`config.mk`:
```
export PLATFORM = sky130hd
export DESIGN_NAME = smr_ctrl
export DESIGN_NICKNAME = d
export VERILOG_FILES = /design/src/smr_pkg.sv /design/src/smr_cmd_if.sv /design/src/smr_cmd_seq.sv /design/src/smr_ctrl.sv
export SDC_FILE = /design/constraint.sdc
export NUM_CORES = 1
export LEC_CHECK = 0
export ABC_CLOCK_PERIOD_IN_PS = 3300
export BUFFER_PORTS_ARGS = -buffer_cell sky130_fd_sc_hd__buf_4
export CORE_ASPECT_RATIO = 0.5
export CORE_MARGIN = 2
export CORE_UTILIZATION = 50
export CTS_CLUSTER_DIAMETER = 80
export DETAILED_ROUTE_END_ITERATION = 8
export HOLD_SLACK_MARGIN = 0.08
export PLACE_DENSITY = 0.74
export SYNTH_ARGS = -nofsm -noshare
export SYNTH_HDL_FRONTEND = slang
export SYNTH_HIERARCHICAL = 1
export SYNTH_SLANG_ARGS = --single-unit
export TNS_END_PERCENT = 1
```
`constraint.sdc`:
```
create_clock -name clk_i -period 3.3 [get_ports clk_i]
set_clock_uncertainty 0.15 [all_clocks]
set_input_delay 0.66 -clock clk_i [delete_from_list [all_inputs] [get_ports clk_i]]
set_output_delay 0.66 -clock clk_i [all_outputs]
set_load 0.01 [all_outputs]
```
`src/smr_pkg.sv`:
```
package smr_pkg;

  // Register byte offsets on the Wishbone slave
  localparam logic [3:0] REFRESH_CTRL_OFS = 4'h0;
  localparam logic [3:0] BASE_CTRL_OFS    = 4'h4;
  localparam logic [3:0] ADDR_MASK_OFS    = 4'h8;
  localparam logic [3:0] STATUS_OFS       = 4'hC;

  // Base/control register fields, plus refresh count field and mask valid bit
  localparam int BA_HI           = 31;
  localparam int BA_LO           = 18;
  localparam int REFRESH_EN_BIT  = 15;
  localparam int MODE_SET_BIT    = 6;
  localparam int PRECHARGE_BIT   = 3;
  localparam int REFRESH_CNT_HI  = 8;
  localparam int MASK_VALID_BIT  = 0;

  // Values after reset
  localparam logic [31:0] BASE_CTRL_RST    = 32'h0000_0000;
  localparam logic [31:0] ADDR_MASK_RST    = 32'h0000_0000;
  localparam logic [15:0] REFRESH_CTRL_RST = 16'h0000;

  // Refresh period unit and command length
  localparam int          REFRESH_UNIT_CYC = 16;
  localparam logic [2:0]  CMD_CYCLES       = 3'h3;

  // SDRAM command encodings {ras_n, cas_n, we_n}
  localparam logic [2:0] CMD_NOP       = 3'h7;
  localparam logic [2:0] CMD_PRECHARGE = 3'h2;
  localparam logic [2:0] CMD_REFRESH   = 3'h1;
  localparam logic [2:0] CMD_MODE_SET  = 3'h0;
  localparam logic [2:0] CMD_WRITE     = 3'h4;
  localparam logic [2:0] CMD_READ      = 3'h5;

  typedef enum logic [3:0] {
    ST_IDLE    = 4'b0001,
    ST_ISSUE   = 4'b0010,
    ST_HOLD    = 4'b0100,
    ST_ACK     = 4'b1000
  } smr_state_t;

endpackage : smr_pkg

```
`src/smr_cmd_if.sv`:
```
`timescale 1ns/1ps
interface smr_cmd_if;
  logic        fire;
  logic [2:0]  cmd;
  logic [31:0] addr;
  logic [2:0]  sdram_cmd;
  logic [10:0] sdram_addr;
  logic        busy;
  logic        done;

  modport ctrl (output fire, output cmd, output addr, input sdram_cmd, input sdram_addr, input busy, input done);
  modport seq  (input fire, input cmd, input addr, output sdram_cmd, output sdram_addr, output busy, output done);
endinterface : smr_cmd_if

```
`src/smr_cmd_seq.sv`:
```
`timescale 1ns/1ps
module smr_cmd_seq (
  input  wire logic clk_i,
  input  wire logic reset_n_i,
  input  wire logic ce_i,
  smr_cmd_if.seq    cif
);

  logic [2:0]  cnt_r,  cnt_nxt;
  logic [2:0]  cmd_r,  cmd_nxt;
  logic [10:0] adr_r,  adr_nxt;
  logic        done_r, done_nxt;
  logic [10:0] mapped;

  always_comb
  begin
    mapped = cif.addr[10:0];
    if (cif.cmd == smr_pkg::CMD_MODE_SET)
    begin
      mapped[10]  = cif.addr[20];
      mapped[9:7] = cif.addr[19:17];
      mapped[6:0] = {cif.addr[9], cif.addr[10], cif.addr[11], cif.addr[12],
                     cif.addr[13], cif.addr[14], cif.addr[15]};
    end
    else if (cif.cmd == smr_pkg::CMD_PRECHARGE)
    begin
      mapped[10] = 1'b1;
    end
  end

  always_comb
  begin
    cnt_nxt  = cnt_r;
    cmd_nxt  = smr_pkg::CMD_NOP;
    adr_nxt  = adr_r;
    done_nxt = 1'b0;
    if (cnt_r != 3'h0)
    begin
      cnt_nxt  = cnt_r - 3'h1;
      done_nxt = (cnt_r == 3'h1);
    end
    else if (cif.fire)
    begin
      // Command only on the first cycle; the rest are settle time
      cnt_nxt = smr_pkg::CMD_CYCLES;
      cmd_nxt = cif.cmd;
      adr_nxt = mapped;
    end
  end

  always_ff @(posedge clk_i or negedge reset_n_i)
  begin
    if (!reset_n_i)
    begin
      cnt_r  <= 3'h0;
      cmd_r  <= smr_pkg::CMD_NOP;
      adr_r  <= 11'h000;
      done_r <= 1'b0;
    end
    else if (ce_i)
    begin
      cnt_r  <= cnt_nxt;
      cmd_r  <= cmd_nxt;
      adr_r  <= adr_nxt;
      done_r <= done_nxt;
    end
  end

  assign cif.sdram_cmd  = cmd_r;
  assign cif.sdram_addr = adr_r;
  assign cif.busy       = (cnt_r != 3'h0);
  assign cif.done       = done_r;

endmodule : smr_cmd_seq

```
`src/smr_ctrl.sv`:
```
`timescale 1ns/1ps
// Operation
// - While the mode-set request is set, the next access hitting the SDRAM becomes a mode register set command.
// - During mode set, SDRAM line 10 carries processor address bit 20.
// - Processor bits 19..17 go to lines 9..7 and bits 9..15 go to lines 6 down to 0.
// - With the precharge request set and the mode-set request clear, a write to SDRAM issues precharge-all instead of storing data.
// - The mode-set request bit reads 0 when no mode set command is pending.
// - The precharge request bit reads 0 when no precharge is pending.
module smr_ctrl (
  input  wire logic        clk_i,
  input  wire logic        reset_n_i,
  input  wire logic        ce_i,
  // Wishbone register slave
  input  wire logic [3:0]  wb_adr_i,
  input  wire logic [31:0] wb_dat_i,
  input  wire logic [3:0]  wb_sel_i,
  input  wire logic        wb_we_i,
  input  wire logic        wb_cyc_i,
  input  wire logic        wb_stb_i,
  output logic      [31:0] wb_dat_o,
  output logic             wb_ack_o,
  // Memory access port from the processor bus
  input  wire logic [31:0] mem_addr_i,
  input  wire logic        mem_we_i,
  input  wire logic        mem_req_i,
  output logic             mem_ack_o,
  // SDRAM command pins
  output logic      [2:0]  sdram_cmd_o,
  output logic      [10:0] sdram_addr_o
);

  smr_cmd_if cif ();

  smr_cmd_seq u_seq (
    .clk_i     (clk_i),
    .reset_n_i (reset_n_i),
    .ce_i      (ce_i),
    .cif       (cif)
  );

  logic [15:0] refresh_ctrl_r, refresh_ctrl_nxt;
  logic [31:0] base_ctrl_r,    base_ctrl_nxt;
  logic [31:0] addr_mask_r,    addr_mask_nxt;
  logic [31:0] rdat_r,         rdat_nxt;
  logic        ack_r,          ack_nxt;
  logic [12:0] rcnt_r,         rcnt_nxt;
  logic        rpend_r,        rpend_nxt;
  logic [31:0] bus_wdat;
  logic [31:0] cur_rd;
  logic        wb_wr;
  logic [31:0] hit_mask;
  logic        hit;
  logic        fire_c;
  logic [2:0]  cmd_c;
  logic        fire_ack;
  smr_pkg::smr_state_t st_r, st_nxt;

  // Byte-lane merge of a register write
  function automatic logic [31:0] merge(input logic [31:0] old, input logic [31:0] nw, input logic [3:0] sel);
    logic [31:0] res;
    res = old;
    for (int i = 0; i < 4; i++)
    begin
      if (sel[i])
      begin
        res[i*8 +: 8] = nw[i*8 +: 8];
      end
    end
    return res;
  endfunction : merge

  assign wb_wr = wb_cyc_i && wb_stb_i && wb_we_i && !ack_r;

  always_comb
  begin
    case (wb_adr_i)
      smr_pkg::REFRESH_CTRL_OFS: cur_rd = {16'h0000, refresh_ctrl_r};
      smr_pkg::BASE_CTRL_OFS:    cur_rd = base_ctrl_r;
      smr_pkg::ADDR_MASK_OFS:    cur_rd = addr_mask_r;
      smr_pkg::STATUS_OFS:       cur_rd = {29'h0000_0000, rpend_r, cif.busy, (st_r != smr_pkg::ST_IDLE)};
      default:                   cur_rd = 32'h0000_0000;
    endcase
  end
  assign bus_wdat = merge(cur_rd, wb_dat_i, wb_sel_i);

  // Address decode: mask bits set in the mask register are don't-care
  assign hit_mask = {addr_mask_r[31:16] | 16'h0003, 16'h0000};
  assign hit      = addr_mask_r[smr_pkg::MASK_VALID_BIT] &&
                    (((mem_addr_i ^ base_ctrl_r) & ~hit_mask & 32'hFFFC_0000) == 32'h0000_0000);

  // Refresh counter, request held pending while a special command runs
  always_comb
  begin
    rcnt_nxt  = rcnt_r;
    rpend_nxt = rpend_r;
    // Clear first so a period that expires on the serviced cycle is not lost
    if (fire_c && cmd_c == smr_pkg::CMD_REFRESH)
    begin
      rpend_nxt = 1'b0;
    end
    if (!base_ctrl_r[smr_pkg::REFRESH_EN_BIT])
    begin
      rcnt_nxt  = 13'h0000;
      rpend_nxt = 1'b0;
    end
    else if (rcnt_r == 13'h0000)
    begin
      // Period is (count field + 1) * 16 clocks
      rcnt_nxt  = 13'((refresh_ctrl_r[smr_pkg::REFRESH_CNT_HI:0] + 9'h001) * smr_pkg::REFRESH_UNIT_CYC - 1);
      rpend_nxt = 1'b1;
    end
    else
    begin
      rcnt_nxt = rcnt_r - 13'h0001;
    end
  end

  // Access arbiter: a hitting processor access outranks a pending refresh
  always_comb
  begin
    st_nxt   = st_r;
    fire_c   = 1'b0;
    cmd_c    = smr_pkg::CMD_NOP;
    fire_ack = 1'b0;
    case (st_r)
      smr_pkg::ST_IDLE:
      begin
        if (cif.busy)
        begin
          st_nxt = smr_pkg::ST_IDLE;
        end
        else if (rpend_r && !(mem_req_i && hit))
        begin
          fire_c = 1'b1;
          cmd_c  = smr_pkg::CMD_REFRESH;
        end
        else if (mem_req_i && hit)
        begin
          fire_c = 1'b1;
          st_nxt = smr_pkg::ST_HOLD;
          if (base_ctrl_r[smr_pkg::MODE_SET_BIT])
          begin
            cmd_c = smr_pkg::CMD_MODE_SET;
          end
          else if (base_ctrl_r[smr_pkg::PRECHARGE_BIT] && mem_we_i)
          begin
            cmd_c = smr_pkg::CMD_PRECHARGE;
          end
          else
          begin
            cmd_c = mem_we_i ? smr_pkg::CMD_WRITE : smr_pkg::CMD_READ;
          end
        end
      end
      smr_pkg::ST_HOLD:
      begin
        if (cif.done)
        begin
          st_nxt   = smr_pkg::ST_ACK;
          fire_ack = 1'b1;
        end
      end
      smr_pkg::ST_ACK:
      begin
        // Wait for the bus to drop the request so one access gives one command
        if (!mem_req_i)
        begin
          st_nxt = smr_pkg::ST_IDLE;
        end
      end
      default:
      begin
        st_nxt = smr_pkg::ST_IDLE;
      end
    endcase
  end

  assign cif.fire = fire_c;
  assign cif.cmd  = cmd_c;
  assign cif.addr = mem_addr_i;

  // Register file; hardware clear of a request bit loses to a software set
  always_comb
  begin
    refresh_ctrl_nxt = refresh_ctrl_r;
    base_ctrl_nxt    = base_ctrl_r;
    addr_mask_nxt    = addr_mask_r;
    ack_nxt          = wb_cyc_i && wb_stb_i && !ack_r;
    rdat_nxt         = cur_rd;
    if (fire_c && cmd_c == smr_pkg::CMD_MODE_SET)
    begin
      base_ctrl_nxt[smr_pkg::MODE_SET_BIT] = 1'b0;
    end
    if (fire_c && cmd_c == smr_pkg::CMD_PRECHARGE)
    begin
      base_ctrl_nxt[smr_pkg::PRECHARGE_BIT] = 1'b0;
    end
    if (wb_wr)
    begin
      case (wb_adr_i)
        smr_pkg::REFRESH_CTRL_OFS: refresh_ctrl_nxt = bus_wdat[15:0];
        smr_pkg::BASE_CTRL_OFS:    base_ctrl_nxt    = bus_wdat;
        smr_pkg::ADDR_MASK_OFS:    addr_mask_nxt    = bus_wdat;
        default:                   refresh_ctrl_nxt = refresh_ctrl_r;
      endcase
    end
  end

  always_ff @(posedge clk_i or negedge reset_n_i)
  begin
    if (!reset_n_i)
    begin
      refresh_ctrl_r <= smr_pkg::REFRESH_CTRL_RST;
      base_ctrl_r    <= smr_pkg::BASE_CTRL_RST;
      addr_mask_r    <= smr_pkg::ADDR_MASK_RST;
      rdat_r         <= 32'h0000_0000;
      ack_r          <= 1'b0;
      rcnt_r         <= 13'h0000;
      rpend_r        <= 1'b0;
      st_r           <= smr_pkg::ST_IDLE;
    end
    else if (ce_i)
    begin
      refresh_ctrl_r <= refresh_ctrl_nxt;
      base_ctrl_r    <= base_ctrl_nxt;
      addr_mask_r    <= addr_mask_nxt;
      rdat_r         <= rdat_nxt;
      ack_r          <= ack_nxt;
      rcnt_r         <= rcnt_nxt;
      rpend_r        <= rpend_nxt;
      st_r           <= st_nxt;
    end
  end

  assign wb_dat_o     = rdat_r;
  assign wb_ack_o     = ack_r;
  assign mem_ack_o    = (st_r == smr_pkg::ST_ACK);
  assign sdram_cmd_o  = cif.sdram_cmd;
  assign sdram_addr_o = cif.sdram_addr;

endmodule : smr_ctrl

```
==> impl_metrics.ini <==
[finish]
nFillCells = 1183
antennaDiodeCount = 0
layout_common_cells = dfrtp_1, buf_4, nand2_1
nets = 964
final_cells = 1090
areaGrowthSynthToFinish_pct = 22.43
layout_commonest_cell = dfrtp_1
finish.instance_area_um2 = 9283
drive_above_1_share_pct = 28.81
finalCoreUtilization_pct = 63.48

[floorplan]
rows = 31
coreArea_um2 = 14620
ioPinCount = 128
die_w_um = 178.2
dieHeight_um = 91.08
fp.dieArea_um2 = 16230
start_util_pct = 51.85

[logic_synthesis]
dominantRegCellSynth = dfrtp_1
synth_cell_types = 65
synth.cell_area_um2 = 7582
syn_avg_cell_area_um2 = 9.886
synth_edf_count = 0
ys_warn_count = 6
synth-seq-cells = 148
syn_inst = 767
synth-async-reset-ratio_pct = 100.0
ys_seq_area_share_pct = 48.91
synth_nets = 852

[detailed_routing]
drc = 0
via_per_inst = 5.731
routed-via-count = 6247
wl_per_cell_um = 17.60
first_iter_violations = 513
dr.pass1.iters = 5
wl_um = 19190
drtAntennaViolNets = 0

[clock_network]
cts_setup_buffers = 0
path_clk_slew_ps = 70
hold_buffers = 0
numCtsBuffers = 17
clk_latency_ps = 420
clock_sinks = 148
tritoncts = built
clock_path_buffers = 2
htreeDepth = 4
cts_root_buf = clkbuf_16

[sta]
slew_violations = 0
worst_hold_slack_ps = 146.8
hold_viol_final = 0
tightest_slew_ps = 809.0
worst_slack_ps = 315.3
max_freq_mhz = 335.0
rsz0062_at_grt = no
relSlewSlack_pct = 46.07
period_needed_ps = 2985
tns_ps = 0
fin_crit_sh_pct = 90.45
setup_viol = 0

[worst_setup_path]
worstSetupStartpoint = u_seq/cnt_r[0]
crit_cells = 10
r2r_setup_slack_ps = 320
cpMostUsedCell = o21ai_2
reg2regPathDepth = 10
critical-path-top-delay-family = simple AND/OR/NAND/NOR gates
endpoint = u_seq/cif.sdram_addr[10]
critPathRequiredTime_ps = 3450
cp_slowest_cell = or4_4
worstPathArrival_ps = 3140
cp-end-kind = flop
slowest_delay_ps = 560
r2r-start = u_seq/cnt_r[0]
cp_max_fo = 5
critPathLaunchType = flop
crit_chain = inv_1 > ha_1 > nand2b_1 > nor4_4 > nor3b_1 > nand4_1 > a22o_1 > or4_4 > o21ai_2 > o21ai_2
worstSetupPathType = reg -> reg
crit_buf_inv = 1
r2r_end = u_seq/cif.sdram_addr[10]

[place]
place_area_um2 = 8712
placed_cells = 1058
place_congestion = 0.7994
dp_hpwl_um = 13110
io_buffers = 126
pre_cts_slack_ps = 283.5

[power_and_ir_drop]
p_leak_nw = 4.539
vdd_drop_max_mv = 0.4076
p_total_mw = 4.472
pwr_density_cell_nw_per_um2 = 481.8

[hold_path]
hp-class = in -> async

[grt]
overflow = 0
grt_pass1_wl_um = 31020
grt_pass1_vias = 6012
grtUsageTotal_pct = 24.50
antenna_found_initial = 0
grt_max_degree = 86

[status]
status = finished clean

[run]
max-cap-violations = 0
[cell type report]
| type | instances | area (um2) | area share, % |
|---|---|---|---|
| sequential | 148 | 3709 | 39.95 |
| multi-input combinational | 549 | 3592 | 38.70 |
| timing repair buffer | 144 | 1097 | 11.82 |
| clock buffer | 17 | 425.4 | 4.583 |
| tap | 198 | 247.7 | 2.669 |
| clock inverter | 15 | 140.1 | 1.510 |
| inverter | 19 | 71.32 | 0.7683 |
[worst min-delay path by stage]
| stage | from | end | slack (ps) | cells after the start |
|---|---|---|---|---|
| after floorplan | reset_n_i | addr_mask_r[0] | 210 | 0 |
| after global placement | addr_mask_r[1] | addr_mask_r[1] | 310 | 2 |
| after detailed placement | addr_mask_r[1] | addr_mask_r[1] | 320 | 2 |
| after CTS | reset_n_i | wb_dat_o[9] | 180 | 1 |
| after global routing | reset_n_i | wb_dat_o[9] | 210 | 1 |
| final | reset_n_i | wb_dat_o[9] | 150 | 1 |
[synthesized netlist by cell type, types with 2 or more instances]
master / count / area share, %
o21ai_2: 2 / 0.23
buf_2: 16 / 1.1
mux2i_1: 16 / 2.1
o22a_1: 2 / 0.23
o211ai_1: 7 / 0.69
nand3_1: 12 / 0.79
o2bb2ai_1: 12 / 1.4
ha_1: 5 / 0.83
a21oi_1: 37 / 2.4
or3_1: 3 / 0.25
nor3_1: 23 / 1.5
nor4b_1: 2 / 0.23
and4b_1: 2 / 0.26
nand4_1: 8 / 0.66
o22ai_1: 8 / 0.66
nor3b_1: 2 / 0.20
inv_1: 19 / 0.94
nand2_1: 94 / 4.7
dfstp_2: 4 / 1.4
nand2b_1: 3 / 0.25
xnor2_1: 17 / 2.0
or4_1: 2 / 0.20
nor2b_1: 3 / 0.25
mux2_2: 59 / 8.8
nand3b_1: 3 / 0.30
or2_2: 2 / 0.16
and3_1: 3 / 0.25
buf_1: 7 / 0.35
and2_1: 3 / 0.25
nor2_1: 75 / 3.7
a22oi_1: 18 / 1.8
o21ai_0: 52 / 3.4
dfrtp_1: 144 / 48
mux4_2: 2 / 0.59
a31oi_1: 4 / 0.33
clkbuf_1: 27 / 1.3
a21o_1: 18 / 1.8
a22o_1: 2 / 0.23
o21a_1: 2 / 0.20
xor2_1: 3 / 0.35
o31ai_1: 19 / 1.9
nor4_4: 2 / 0.56
[worst reg2reg max path, delay by kind of cell, from the launching register on]
kind | cells | cell delay [ps]
compound gates | 3 | 500
simple gates | 5 | 1470
buf+inv | 1 | 110
fa+ha+maj | 1 | 260
flops | 1 | 400
[metal layers]
layer	vias to the layer above	global-route usage [%]	share of wire, %
li1	2970	-	-
met2	185	37.92	47
met1	3079	35.51	46
met4	0	6.557	0.75
met5	-	0	0
met3	13	4.397	5.5
[flip-flops by register name (all words and copies together) (netlist names)]
name                  flops
wb_dat_o                 32
wb_ack_o                  1
u_seq/cnt_r               3
rpend_r                   1
addr_mask_r              32
rcnt_r                   13
base_ctrl_r              32
refresh_ctrl_r           16
st_r                      3
u_seq/cif.sdram_cmd       3
u_seq/cif.done            1
u_seq/cif.sdram_addr     11
[kinds of logic (layout without fill, tap and decap cells)]
kind of cell | count (synthesis) | after routing | synth area share [%]
compound gates | 195 | 195 | 16.70
xor+xnor | 20 | 20 | 2.310
fa+ha+maj | 5 | 5 | 0.8251
buf+inv | 70 | 195 | 3.779
flops | 148 | 148 | 48.91
mux | 77 | 77 | 11.47
simple gates | 252 | 252 | 16.01
[power breakdown]
group | internal (mW) | total (mW) | switching (mW)
sequential | 1.91 | 1.99 | 0.0794
clock | 0.994 | 1.86 | 0.866
combinational | 0.283 | 0.624 | 0.341
total | 3.19 | 4.47 | 1.29
[timing repair]
| action | 4_1_cts | 5_1_grt |
|---|---|---|
| hold endpoints to repair | 0 | 0 |
| endpoints found under the setup margin | 0 | 7 |
| resized for setup | 0 | 1 |
No activity file was read; power rests on OpenSTA's default activity.
